File: src/rtl/urbs_pkg.sv
// receive buffer and status block: constants, entry layout, state type
// assumes one system clock; bit sampling and start detection sit outside
//
// Functional notes
// RL1: with nine-bit characters software reads the ninth bit before the data byte
// RL2: software reads error status before the data byte of the same entry
// RL3: a data register read advances the fifo to the next entry
// RL4: receive-done flag is high exactly while the buffer holds unread entries
// RL5: clearing receiver enable flushes the buffer and drops receive-done
// RL6: done interrupt requested while flag, its enable and global enable are high
// RL7: an interrupt handler reads data to clear the level request
// RL8: frame, overrun and parity flags travel in the fifo with their frame
// RL9: status register writes never change the three error flags
// RL10: software writes zero to error flag positions of the status register
// RL11: error flags never raise an interrupt by themselves
// RL12: frame error is one when the first stop bit sampled low
// RL13: only the first stop bit is checked, whatever stop count is selected
// RL14: overrun when buffer full, frame waiting and a new start arrives
// RL15: overrun set means frames were lost before this entry
// RL16: overrun indication clears once a frame moves into the buffer
// RL17: parity check active only with high mode bit; low bit picks odd/even
// RL18: parity over data bits compared with parity bit, stored with the entry
// RL19: parity error recorded only if enabled at arrival; reads zero when disabled
// RL20: disabling the receiver abandons any frame in progress at once
// RL21: receiver releases the pin override while disabled
// RL22: software drains the buffer by reading data until done reads zero
// RL23: after the first stop bit the frame moves from shift stage to buffer
// RL24: unused upper bits of short characters read as zero
// RL25: low parity bit zero means even, one means odd
// RL26: buffer is a two-entry fifo of data, ninth bit and three flags
package urbs_pkg;

	// --------------------------------------------------------------
	// register map
	// --------------------------------------------------------------
	localparam int unsigned ADDR_W     = 2;
	localparam int unsigned DATA_W     = 8;
	localparam logic [1:0]  REG_STATUS = 2'h0;
	localparam logic [1:0]  REG_CTRL   = 2'h1;
	localparam logic [1:0]  REG_FORMAT = 2'h2;
	localparam logic [1:0]  REG_DATA   = 2'h3;

	localparam int unsigned ST_DONE_BIT  = 7;
	localparam int unsigned ST_FE_BIT    = 4;
	localparam int unsigned ST_DOR_BIT   = 3;
	localparam int unsigned ST_PE_BIT    = 2;
	localparam int unsigned CT_IRQEN_BIT = 7;
	localparam int unsigned CT_RECEIVER_ENABLE_BIT  = 4;
	localparam int unsigned CT_RX9_BIT   = 1;
	localparam int unsigned CT_TX9_BIT   = 0;
	localparam int unsigned FM_PMHI_BIT  = 5;
	localparam int unsigned FM_PMLO_BIT  = 4;
	localparam int unsigned FM_STOP_BIT  = 3;
	localparam int unsigned FM_CSZ_LSB   = 0;
	localparam int unsigned CSZ_W        = 3;

	localparam logic [7:0] CTRL_RST   = 8'h00;
	localparam logic [7:0] FMT_RST    = 8'h03;
	localparam logic [7:0] CTRL_WMASK = 8'h91;
	localparam logic [7:0] FMT_WMASK  = 8'h3f;
	localparam logic [7:0] RDATA_RST  = 8'h00;

	// --------------------------------------------------------------
	// character format
	// --------------------------------------------------------------
	localparam int unsigned CHAR_W     = 9;
	localparam int unsigned FIFO_DEPTH = 2;
	localparam logic [2:0]  CSZ_NINE   = 3'h7;
	localparam logic [3:0]  BITS_FIVE  = 4'h5;
	localparam logic [3:0]  BITS_SIX   = 4'h6;
	localparam logic [3:0]  BITS_SEVEN = 4'h7;
	localparam logic [3:0]  BITS_EIGHT = 4'h8;
	localparam logic [3:0]  BITS_NINE  = 4'h9;
	localparam logic [8:0]  CHAR_ONES  = 9'h1ff;

	typedef struct packed {
		logic [CHAR_W-1:0] data;
		logic              fe;
		logic              overrun_flag;
		logic              pe;
	} urbs_entry_type;

	typedef enum logic [1:0] {FRM_IDLE, FRM_DATA, FRM_PAR, FRM_STOP} urbs_frm_state_type;

	// reserved size codes fall back to eight bits
	function automatic logic [3:0] urbs_char_bits(input logic [2:0] csz);
		unique case (csz)
			3'h0:     return BITS_FIVE;
			3'h1:     return BITS_SIX;
			3'h2:     return BITS_SEVEN;
			CSZ_NINE: return BITS_NINE;
			default:  return BITS_EIGHT;
		endcase
	endfunction

	function automatic logic [8:0] urbs_char_mask(input logic [2:0] csz);
		return ~(CHAR_ONES << urbs_char_bits(csz));
	endfunction

endpackage

File: src/rtl/urbs_ent_if.sv
// one buffer entry with its valid strobe, passed between receive blocks
// assumes producer and consumer share i_mclk
`timescale 1ns/1ps
interface urbs_ent_if;
	import urbs_pkg::*;
	logic           valid;
	urbs_entry_type entry;
	modport src (output valid, output entry);
	modport dst (input valid, input entry);
endinterface

File: src/rtl/urbs_fifo.sv
// small receive fifo; entries held in flip-flops
// assumes pop and push may fall in the same cycle; flush overrides both
`timescale 1ns/1ps
module urbs_fifo
	import urbs_pkg::*;
#(
	parameter int unsigned DEPTH = FIFO_DEPTH
) (
	input  wire logic              i_mclk,
	input  wire logic              i_rst_n,
	input  wire logic              i_flush,
	input  wire logic              i_pop,
	urbs_ent_if.dst                i_push,
	output urbs_pkg::urbs_entry_type o_head,
	output logic [$clog2(DEPTH+1)-1:0] o_count,
	output logic                   o_full
);
	import urbs_pkg::*;

	localparam int unsigned PTR_W = (DEPTH > 1) ? $clog2(DEPTH) : 1;
	localparam int unsigned CNT_W = $clog2(DEPTH+1);
	localparam logic [PTR_W-1:0] PTR_LAST = PTR_W'(DEPTH-1);
	localparam logic [CNT_W-1:0] CNT_FULL = CNT_W'(DEPTH);

	urbs_entry_type   mem_ff [DEPTH];
	logic [PTR_W-1:0] wr_ptr_ff, nxt_wr_ptr;
	logic [PTR_W-1:0] rd_ptr_ff, nxt_rd_ptr;
	logic [CNT_W-1:0] cnt_ff, nxt_cnt;
	logic             do_push;
	logic             do_pop;

	// --------------------------------------------------------------
	// pointers
	// --------------------------------------------------------------
	always_comb begin
		do_push    = i_push.valid && (cnt_ff != CNT_FULL) && !i_flush;
		do_pop     = i_pop && (cnt_ff != '0) && !i_flush;
		nxt_wr_ptr = wr_ptr_ff;
		nxt_rd_ptr = rd_ptr_ff;
		nxt_cnt    = cnt_ff;
		if (i_flush) begin
			nxt_wr_ptr = '0;
			nxt_rd_ptr = '0;
			nxt_cnt    = '0;
		end else begin
			if (do_push) begin
				nxt_wr_ptr = (wr_ptr_ff == PTR_LAST) ? '0 : wr_ptr_ff + 1'b1;
			end
			if (do_pop) begin
				nxt_rd_ptr = (rd_ptr_ff == PTR_LAST) ? '0 : rd_ptr_ff + 1'b1; // see RL3
			end
			if (do_push && !do_pop) begin
				nxt_cnt = cnt_ff + 1'b1;
			end else if (do_pop && !do_push) begin
				nxt_cnt = cnt_ff - 1'b1;
			end
		end
	end

	always_ff @(posedge i_mclk) begin
		if (!i_rst_n) begin
			wr_ptr_ff <= '0;
			rd_ptr_ff <= '0;
			cnt_ff    <= '0;
		end else begin
			wr_ptr_ff <= nxt_wr_ptr;
			rd_ptr_ff <= nxt_rd_ptr;
			cnt_ff    <= nxt_cnt;
		end
	end

	// --------------------------------------------------------------
	// storage, flags kept beside their data
	// --------------------------------------------------------------
	for (genvar g = 0; g < DEPTH; g++) begin : g_ent
		urbs_entry_type nxt_mem;
		always_comb begin
			nxt_mem = mem_ff[g];
			if (do_push && wr_ptr_ff == PTR_W'(g)) begin
				nxt_mem = i_push.entry; // see RL8 RL26
			end
		end
		always_ff @(posedge i_mclk) begin
			if (!i_rst_n) begin
				mem_ff[g] <= '0;
			end else begin
				mem_ff[g] <= nxt_mem;
			end
		end
	end

	assign o_head  = mem_ff[rd_ptr_ff];
	assign o_count = cnt_ff;
	assign o_full  = (cnt_ff == CNT_FULL);
endmodule

File: src/rtl/urbs_frame.sv
// frame assembler: collects sampled bits into one buffer entry
// assumes one i_bit_valid pulse per majority-voted bit after i_start
`timescale 1ns/1ps
module urbs_frame
	import urbs_pkg::*;
(
	input  wire logic              i_mclk,
	input  wire logic              i_rst_n,
	input  wire logic              i_abort,
	input  wire logic              i_start,
	input  wire logic              i_bit_valid,
	input  wire logic              i_bit_val,
	input  wire logic [CSZ_W-1:0]  i_char_size,
	input  wire logic              i_par_en,
	input  wire logic              i_par_odd,
	urbs_ent_if.src                o_frm
);
	import urbs_pkg::*;

	urbs_frm_state_type state_ff, nxt_state;
	logic [3:0]         cnt_ff, nxt_cnt;
	logic [3:0]         nbits_ff, nxt_nbits;
	logic [8:0]         data_ff, nxt_data;
	logic               paren_ff, nxt_paren;
	logic               parodd_ff, nxt_parodd;
	logic               par_ff, nxt_par;
	logic               valid_ff, nxt_valid;
	urbs_entry_type     entry_ff, nxt_entry;

	// --------------------------------------------------------------
	// shift stage
	// --------------------------------------------------------------
	always_comb begin
		nxt_state  = state_ff;
		nxt_cnt    = cnt_ff;
		nxt_nbits  = nbits_ff;
		nxt_data   = data_ff;
		nxt_paren  = paren_ff;
		nxt_parodd = parodd_ff;
		nxt_par    = par_ff;
		nxt_valid  = 1'b0;
		nxt_entry  = entry_ff;
		if (i_abort) begin
			nxt_state = FRM_IDLE; // see RL20
		end else if (i_start) begin
			// format latched per frame so a mid-frame change cannot corrupt it
			nxt_state  = FRM_DATA;
			nxt_cnt    = '0;
			nxt_data   = '0;
			nxt_nbits  = urbs_char_bits(i_char_size);
			nxt_paren  = i_par_en; // see RL19
			nxt_parodd = i_par_odd;
		end else if (i_bit_valid) begin
			unique case (state_ff)
				FRM_IDLE: begin
				end
				FRM_DATA: begin
					nxt_data[cnt_ff] = i_bit_val;
					nxt_cnt          = cnt_ff + 4'h1;
					if (cnt_ff == nbits_ff - 4'h1) begin
						nxt_state = paren_ff ? FRM_PAR : FRM_STOP; // see RL17
					end
				end
				FRM_PAR: begin
					nxt_par   = i_bit_val;
					nxt_state = FRM_STOP;
				end
				FRM_STOP: begin
					// later stop bits are never counted
					nxt_state      = FRM_IDLE; // see RL13
					nxt_valid      = 1'b1; // see RL23
					nxt_entry.data = data_ff;
					nxt_entry.fe   = ~i_bit_val; // see RL12
					nxt_entry.overrun_flag  = 1'b0;
					nxt_entry.pe   = paren_ff & (^data_ff ^ par_ff ^ parodd_ff); // see RL18 RL25
				end
			endcase
		end
	end

	always_ff @(posedge i_mclk) begin
		if (!i_rst_n) begin
			state_ff  <= FRM_IDLE;
			cnt_ff    <= '0;
			nbits_ff  <= BITS_EIGHT;
			data_ff   <= '0;
			paren_ff  <= 1'b0;
			parodd_ff <= 1'b0;
			par_ff    <= 1'b0;
			valid_ff  <= 1'b0;
			entry_ff  <= '0;
		end else begin
			state_ff  <= nxt_state;
			cnt_ff    <= nxt_cnt;
			nbits_ff  <= nxt_nbits;
			data_ff   <= nxt_data;
			paren_ff  <= nxt_paren;
			parodd_ff <= nxt_parodd;
			par_ff    <= nxt_par;
			valid_ff  <= nxt_valid;
			entry_ff  <= nxt_entry;
		end
	end

	assign o_frm.valid = valid_ff;
	assign o_frm.entry = entry_ff;
endmodule

File: src/rtl/urbs_rx_top.sv
// receive buffer and status top: registers, hold stage, overrun, interrupt
// assumes start detection and voted bits arrive synchronous to i_mclk
//
// Local design decisions: the strobed register port and the address map.
`timescale 1ns/1ps
module urbs_rx_top
	import urbs_pkg::*;
(
	input  wire logic                        i_mclk,
	input  wire logic                        i_rst_n,
	input  wire logic [urbs_pkg::ADDR_W-1:0] i_addr,
	input  wire logic [urbs_pkg::DATA_W-1:0] i_wdata,
	input  wire logic                        i_wr,
	input  wire logic                        i_rd,
	output logic      [urbs_pkg::DATA_W-1:0] o_rdata,
	input  wire logic                        i_start_det,
	input  wire logic                        i_bit_valid,
	input  wire logic                        i_bit_val,
	input  wire logic                        i_global_irq_en,
	output logic                             o_rx_done_irq,
	output logic                             o_rx_pin_override
);
	import urbs_pkg::*;

	localparam int unsigned CNT_W = $clog2(FIFO_DEPTH+1);

	logic [DATA_W-1:0] ctrl_ff, nxt_ctrl;
	logic [DATA_W-1:0] fmt_ff, nxt_fmt;
	logic [DATA_W-1:0] rdata_ff, nxt_rdata;
	logic              irq_ff, nxt_irq;
	logic              ovr_ff, nxt_ovr;
	logic              pend_valid_ff, nxt_pend_valid;
	urbs_entry_type    pend_ff, nxt_pend;
	logic              dor_lost_ff, nxt_dor_lost;

	urbs_entry_type    head;
	logic [CNT_W-1:0]  fifo_count;
	logic              fifo_full;
	logic              rx_en;
	logic              rx_done;
	logic              pop;
	logic              push;
	logic [8:0]        char_mask;
	logic              par_en;
	logic [DATA_W-1:0] rd_val;

	urbs_ent_if frm_if ();
	urbs_ent_if push_if ();

	assign rx_en     = ctrl_ff[CT_RECEIVER_ENABLE_BIT];
	assign rx_done   = (fifo_count != '0); // see RL4
	assign pop       = i_rd && (i_addr == REG_DATA) && rx_en;
	assign push      = pend_valid_ff && !fifo_full && rx_en;
	assign par_en    = fmt_ff[FM_PMHI_BIT];
	assign char_mask = urbs_char_mask(fmt_ff[FM_CSZ_LSB +: CSZ_W]);

	// --------------------------------------------------------------
	// frame assembly and buffer
	// --------------------------------------------------------------
	urbs_frame u_frame (
		.i_mclk      (i_mclk),
		.i_rst_n     (i_rst_n),
		.i_abort     (!rx_en),
		.i_start     (i_start_det),
		.i_bit_valid (i_bit_valid),
		.i_bit_val   (i_bit_val),
		.i_char_size (fmt_ff[FM_CSZ_LSB +: CSZ_W]),
		.i_par_en    (par_en),
		.i_par_odd   (fmt_ff[FM_PMLO_BIT]),
		.o_frm       (frm_if)
	);

	assign push_if.valid      = push;
	// one driver for the whole entry; overrun comes from the tracker, not the frame
	assign push_if.entry = '{
		data: pend_ff.data,
		fe:   pend_ff.fe,
		overrun_flag:  dor_lost_ff, // see RL15
		pe:   pend_ff.pe
	};

	urbs_fifo #(
		.DEPTH (FIFO_DEPTH)
	) u_fifo (
		.i_mclk  (i_mclk),
		.i_rst_n (i_rst_n),
		.i_flush (!rx_en), // see RL5
		.i_pop   (pop), // see RL3
		.i_push  (push_if),
		.o_head  (head),
		.o_count (fifo_count),
		.o_full  (fifo_full)
	);

	// --------------------------------------------------------------
	// hold stage and overrun tracking
	// --------------------------------------------------------------
	always_comb begin
		nxt_pend_valid = pend_valid_ff;
		nxt_pend       = pend_ff;
		nxt_dor_lost   = dor_lost_ff;
		if (!rx_en) begin
			nxt_pend_valid = 1'b0;
			nxt_dor_lost   = 1'b0;
		end else begin
			if (push) begin
				nxt_pend_valid = 1'b0;
				nxt_dor_lost   = 1'b0; // see RL16
			end
			// a full buffer plus a waiting frame, with no data read in that cycle, means a new start loses the waiting one
			if (i_start_det && fifo_full && pend_valid_ff && !pop) begin
				nxt_dor_lost = 1'b1; // see RL14
			end
			if (frm_if.valid) begin
				nxt_pend_valid = 1'b1; // see RL23
				nxt_pend       = frm_if.entry;
			end
		end
	end

	always_ff @(posedge i_mclk) begin
		if (!i_rst_n) begin
			pend_valid_ff <= 1'b0;
			pend_ff       <= '0;
			dor_lost_ff   <= 1'b0;
		end else begin
			pend_valid_ff <= nxt_pend_valid;
			pend_ff       <= nxt_pend;
			dor_lost_ff   <= nxt_dor_lost;
		end
	end

	// --------------------------------------------------------------
	// register port
	// --------------------------------------------------------------
	always_comb begin
		nxt_ctrl = ctrl_ff;
		nxt_fmt  = fmt_ff;
		// status writes carry no writable bits, so the error flags stay put
		if (i_wr && i_addr == REG_CTRL) begin
			nxt_ctrl = i_wdata & CTRL_WMASK;
		end
		if (i_wr && i_addr == REG_FORMAT) begin
			nxt_fmt = i_wdata & FMT_WMASK;
		end
	end

	always_comb begin
		rd_val = '0;
		unique case (i_addr)
			REG_STATUS: begin
				rd_val[ST_DONE_BIT] = rx_done;
				rd_val[ST_FE_BIT]   = head.fe && rx_done; // see RL9
				rd_val[ST_DOR_BIT]  = head.overrun_flag && rx_done;
				rd_val[ST_PE_BIT]   = head.pe && rx_done && par_en; // see RL19
			end
			REG_CTRL: begin
				rd_val             = ctrl_ff;
				rd_val[CT_RX9_BIT] = head.data[CHAR_W-1] && rx_done;
			end
			REG_FORMAT: begin
				rd_val = fmt_ff;
			end
			REG_DATA: begin
				rd_val = head.data[DATA_W-1:0] & char_mask[DATA_W-1:0]; // see RL24
			end
		endcase
		nxt_rdata = i_rd ? rd_val : RDATA_RST;
	end

	// --------------------------------------------------------------
	// interrupt request and pin override
	// --------------------------------------------------------------
	always_comb begin
		// only the done flag feeds the request; error flags stay out of it
		nxt_irq = rx_done && ctrl_ff[CT_IRQEN_BIT] && i_global_irq_en; // see RL6 RL11
		nxt_ovr = rx_en; // see RL21
	end

	always_ff @(posedge i_mclk) begin
		if (!i_rst_n) begin
			ctrl_ff  <= CTRL_RST;
			fmt_ff   <= FMT_RST;
			rdata_ff <= RDATA_RST;
			irq_ff   <= 1'b0;
			ovr_ff   <= 1'b0;
		end else begin
			ctrl_ff  <= nxt_ctrl;
			fmt_ff   <= nxt_fmt;
			rdata_ff <= nxt_rdata;
			irq_ff   <= nxt_irq;
			ovr_ff   <= nxt_ovr;
		end
	end

	assign o_rdata           = rdata_ff;
	assign o_rx_done_irq     = irq_ff;
	assign o_rx_pin_override = ovr_ff;
endmodule

File: config.mk
export PLATFORM = sky130hd
export DESIGN_NAME = urbs_rx_top
export DESIGN_NICKNAME = d
export VERILOG_FILES = /design/src/rtl/urbs_pkg.sv /design/src/rtl/urbs_ent_if.sv /design/src/rtl/urbs_fifo.sv /design/src/rtl/urbs_frame.sv /design/src/rtl/urbs_rx_top.sv
export SDC_FILE = /design/constraint.sdc
export NUM_CORES = 1
export LEC_CHECK = 0
export ABC_AREA = 1
export BUFFER_PORTS_ARGS = -buffer_cell sky130_fd_sc_hd__buf_2
export CORE_MARGIN = 3
export CORE_UTILIZATION = 45
export CTS_CLUSTER_SIZE = 10
export DETAILED_ROUTE_END_ITERATION = 7
export GPL_TIMING_DRIVEN = 0
export HOLD_SLACK_MARGIN = 0.1
export PLACE_DENSITY_LB_ADDON = 0.15
export SETUP_SLACK_MARGIN = 0.5
export SLEW_MARGIN = 10
export SYNTH_ARGS = -nofsm -noshare
export SYNTH_HDL_FRONTEND = slang
export SYNTH_SLANG_ARGS = --single-unit
File: constraint.sdc
create_clock -name i_mclk -period 3.7 [get_ports i_mclk]
set_clock_uncertainty 0.1 [all_clocks]
set_input_delay 0.185 -clock i_mclk [delete_from_list [all_inputs] [get_ports i_mclk]]
set_output_delay 0.185 -clock i_mclk [all_outputs]
set_load 0.03 [all_outputs]
==> results.json <==
{
  "initial_core_util_pct": 47.57,
  "grt_use_total_pct": 19.30,
  "cap_violations": 0,
  "post_cts_buffers": 0,
  "min_period_ns": 2.769,
  "viasPerCell": 4.932,
  "syn_avg_cell_area_um2": 8.072,
  "antenna_left": 0,
  "fin_tns_setup_ns": 0,
  "io_pins": 28,
  "antenna_found_initial": 0,
  "overflow": 0,
  "setup_viol": 0,
  "regToRegStartpoint": "u_frame.nbits_ff[0]$_SDFFE_PN0P_",
  "layout_commonest_cell": "nand2_1",
  "cts_hold_repair.buffers": 18,
  "path_class": "flip-flop to flip-flop",
  "leakage_nw": 1.986,
  "routedWlPerCell_um": 13.37,
  "grt_pass1_wl_mm": 15.97,
  "min_from": "i_rst_n",
  "drt_iter0_markers": 104,
  "grt_max_degree": 17,
  "hold_viol": 0,
  "numCtsBuffers": 9,
  "rsz0062_at_grt": "false",
  "max_slew_margin_pct": 48.77,
  "nets": 614,
  "end_kind": "flip-flop",
  "synth-xor-area-share_pct": 0.6153,
  "diodes": 0,
  "met3_length_um": 340,
  "rows": 34,
  "area_growth_pct": 15.79,
  "ys_ff_latch": 95,
  "route.met2.wl_mm": 4.536,
  "wl_met1_mm": 4.528,
  "cp.required_ns": 3.91,
  "run_status": "finished, final reports clean",
  "wl_mm": 9.571,
  "ctsResizeCount": 0,
  "yosysSeqAreaShare_pct": 50.16,
  "startpoint_type": "flip-flop",
  "gp_congestion": 0.8905,
  "clk_path_buf_depth": 2,
  "critPathArrivalTime_ns": 2.98,
  "drc": 0,
  "die-height_um": 103.4,
  "insertion_delay_ns": 0.36,
  "final_cell_mix": "105 x nand2_1, 71 x dfxtp_1, 66 x inv_1",
  "ir_drop_mv": 0.1732,
  "syn_area_um2": 4270,
  "synth.distinct_cells": 35,
  "crit_start": "u_frame.nbits_ff[0]$_SDFFE_PN0P_",
  "synth.area.mux_share_pct": 0,
  "port_buffers": 25,
  "yosys_warnings": 0,
  "path_clk_slew_ns": 0.10,
  "synth_top_family_by_area": "simple AND/OR/NAND/NOR gates",
  "die_x_um": 103.4,
  "cts_tree": "yes",
  "syn-num-nets": 558,
  "core-area_um2": 8976,
  "hpwl_mm": 7.127,
  "cts.sinks": 95,
  "synthCells": 529,
  "finalNonFillerCells": 716,
  "num_vias": 3531,
  "fin_crit_sh_pct": 74.85,
  "synthSimpleGateAreaFrac_pct": 22.33,
  "dieArea_um2": 10690,
  "hold_class": "primary input to flip-flop",
  "first_global_vias": 3355,
  "top_layer": "met4",
  "synth_compound_area_share_pct": 15.21,
  "dr.pass1.iters": 4,
  "dp.cells": 682,
  "slew_viol_final": 0,
  "crit_fanout": 4,
  "cts_root_buf": "clkbuf_8",
  "synth_adder_area_share_pct": 3.223,
  "clock.fmax_mhz": 361.1,
  "worst_pin_slew_ns": 0.7633,
  "h-tree-depth": 3,
  "drive_above_1_share_pct": 13.05,
  "p_per_area_nw_per_um2": 383.6
}
cell usage after synthesis, drive strengths merged:
cell type / instances / area share [%]
a2111oi: 1 / 0.21
a211oi: 2 / 0.35
a21oi: 46 / 5.4
a221oi: 3 / 0.62
a22o: 3 / 0.62
a31oi: 3 / 0.44
buf: 8 / 1.3
clkbuf: 6 / 0.76
clkdlybuf4s15: 1 / 0.26
clkinv: 1 / 0.088
dfxtp: 71 / 33
edfxtp: 24 / 17
ha: 11 / 3.2
inv: 69 / 6.1
nand2: 109 / 9.8
nand3: 25 / 2.9
nand3b: 1 / 0.18
nand4: 5 / 0.73
nor2: 71 / 7.2
nor3: 4 / 1.0
o2111ai: 2 / 0.41
o211ai: 8 / 1.4
o21ai: 48 / 5.6
o22ai: 1 / 0.15
or2: 3 / 0.44
xnor2: 1 / 0.21
xor2: 2 / 0.41
final timing paths:
| path | end | slack (ns) | cells past startpoint |
|---|---|---|---|
| max | u_frame.state_ff[1]$_SDFFE_PP0P_ | 0.93 | 12 |
| min | u_frame.state_ff[0]$_SDFFE_PN0P_ | 0.13 | 3 |
| max reg2reg | u_frame.state_ff[1]$_SDFFE_PP0P_ | 0.93 | 12 |
| min reg2reg | flip-flop | 0.36 | 1 |
routing by layer:
metal	up-vias	GRT usage, %
met3	12	3.622
met5	-	0
met1	1609	24.98
met4	0	7.669
met2	59	31.86
li1	1851	-
critical path, cell delays in order, from the launching register on:
cell and delay (ns):
dfxtp_1 0.37, inv_1 0.10, ha_1 0.31, or2_2 0.27
nand3_1 0.08, nor2_1 0.05, nand2_1 0.08, nand2_1 0.07
nand4_1 0.07, nand2_1 0.05, dlygate4sd3_1 0.55, nor2_1 0.08
dlygate4sd3_1 0.56
per-stage QoR:
stage | power (W) | instance area (um2) | hold WS, ns | setup WS (ns) | util, %
final | 0.001897 | 4945 | 0.1275 | 0.9306 | 55.09
after global routing | 0.001964 | 4945 | 0.1425 | 0.7760 | 55.09
after CTS | 0.001908 | 4945 | 0.1102 | 0.9316 | 55.09
after detailed placement | 0.001211 | 4568 | 0.2890 | 1.398 | 50.89
after global placement | 0.001209 | 4553 | 0.2961 | 0.8261 | 50.72
after floorplan | 0.001174 | 4270 | 0.1750 | 1.496 | -
area by class of cell:
cell class,instances,area [um2]
Sequential cell,95,2142
Tap cell,126,157.7
Fill cell,848,4031
Clock inverter,6,68.82
Clock buffer,10,127.6
Timing Repair Buffer,45,320.3
Buffer,15,98.84
Inverter,70,262.8
Multi-Input combinational cell,349,1767
kinds of logic (layout without fill, tap and decap cells):
family	Yosys count	after routing
flops	95	95
compound gates	117	117
buf+inv	85	146
fa+ha+maj	11	11
simple gates	218	218
xor+xnor	3	3
power by group:
| part | leakage (nW) | internal, W | switching, W | total [W] |
|---|---|---|---|---|
| Combinational | 1.08 | 0.0000413 | 0.0000671 | 0.000108 |
| Sequential | 0.811 | 0.00108 | 0.0000113 | 0.00109 |
| Clock | 0.0973 | 0.000318 | 0.000378 | 0.000696 |
registers in the layout, summed over array words and instances (netlist names), named ones only:
name	count
o_rdata	8
u_frame.par_ff	1
o_rx_done_irq	1
pend_valid_ff	1
pend_ff	11
u_frame.parodd_ff	1
u_fifo.mem_ff	24
u_frame.nbits_ff	4
dor_lost_ff	1
u_fifo.o_count	2
u_frame.data_ff	9
u_frame.o_frm.valid	1
u_frame.cnt_ff	4
u_frame.paren_ff	1
u_frame.o_frm.entry	11
ctrl_ff	3
fmt_ff	6
o_rx_pin_override	1
u_frame.state_ff	2
u_fifo.wr_ptr_ff	1
u_fifo.rd_ptr_ff	1
No activity file was read; power rests on OpenSTA's default activity.
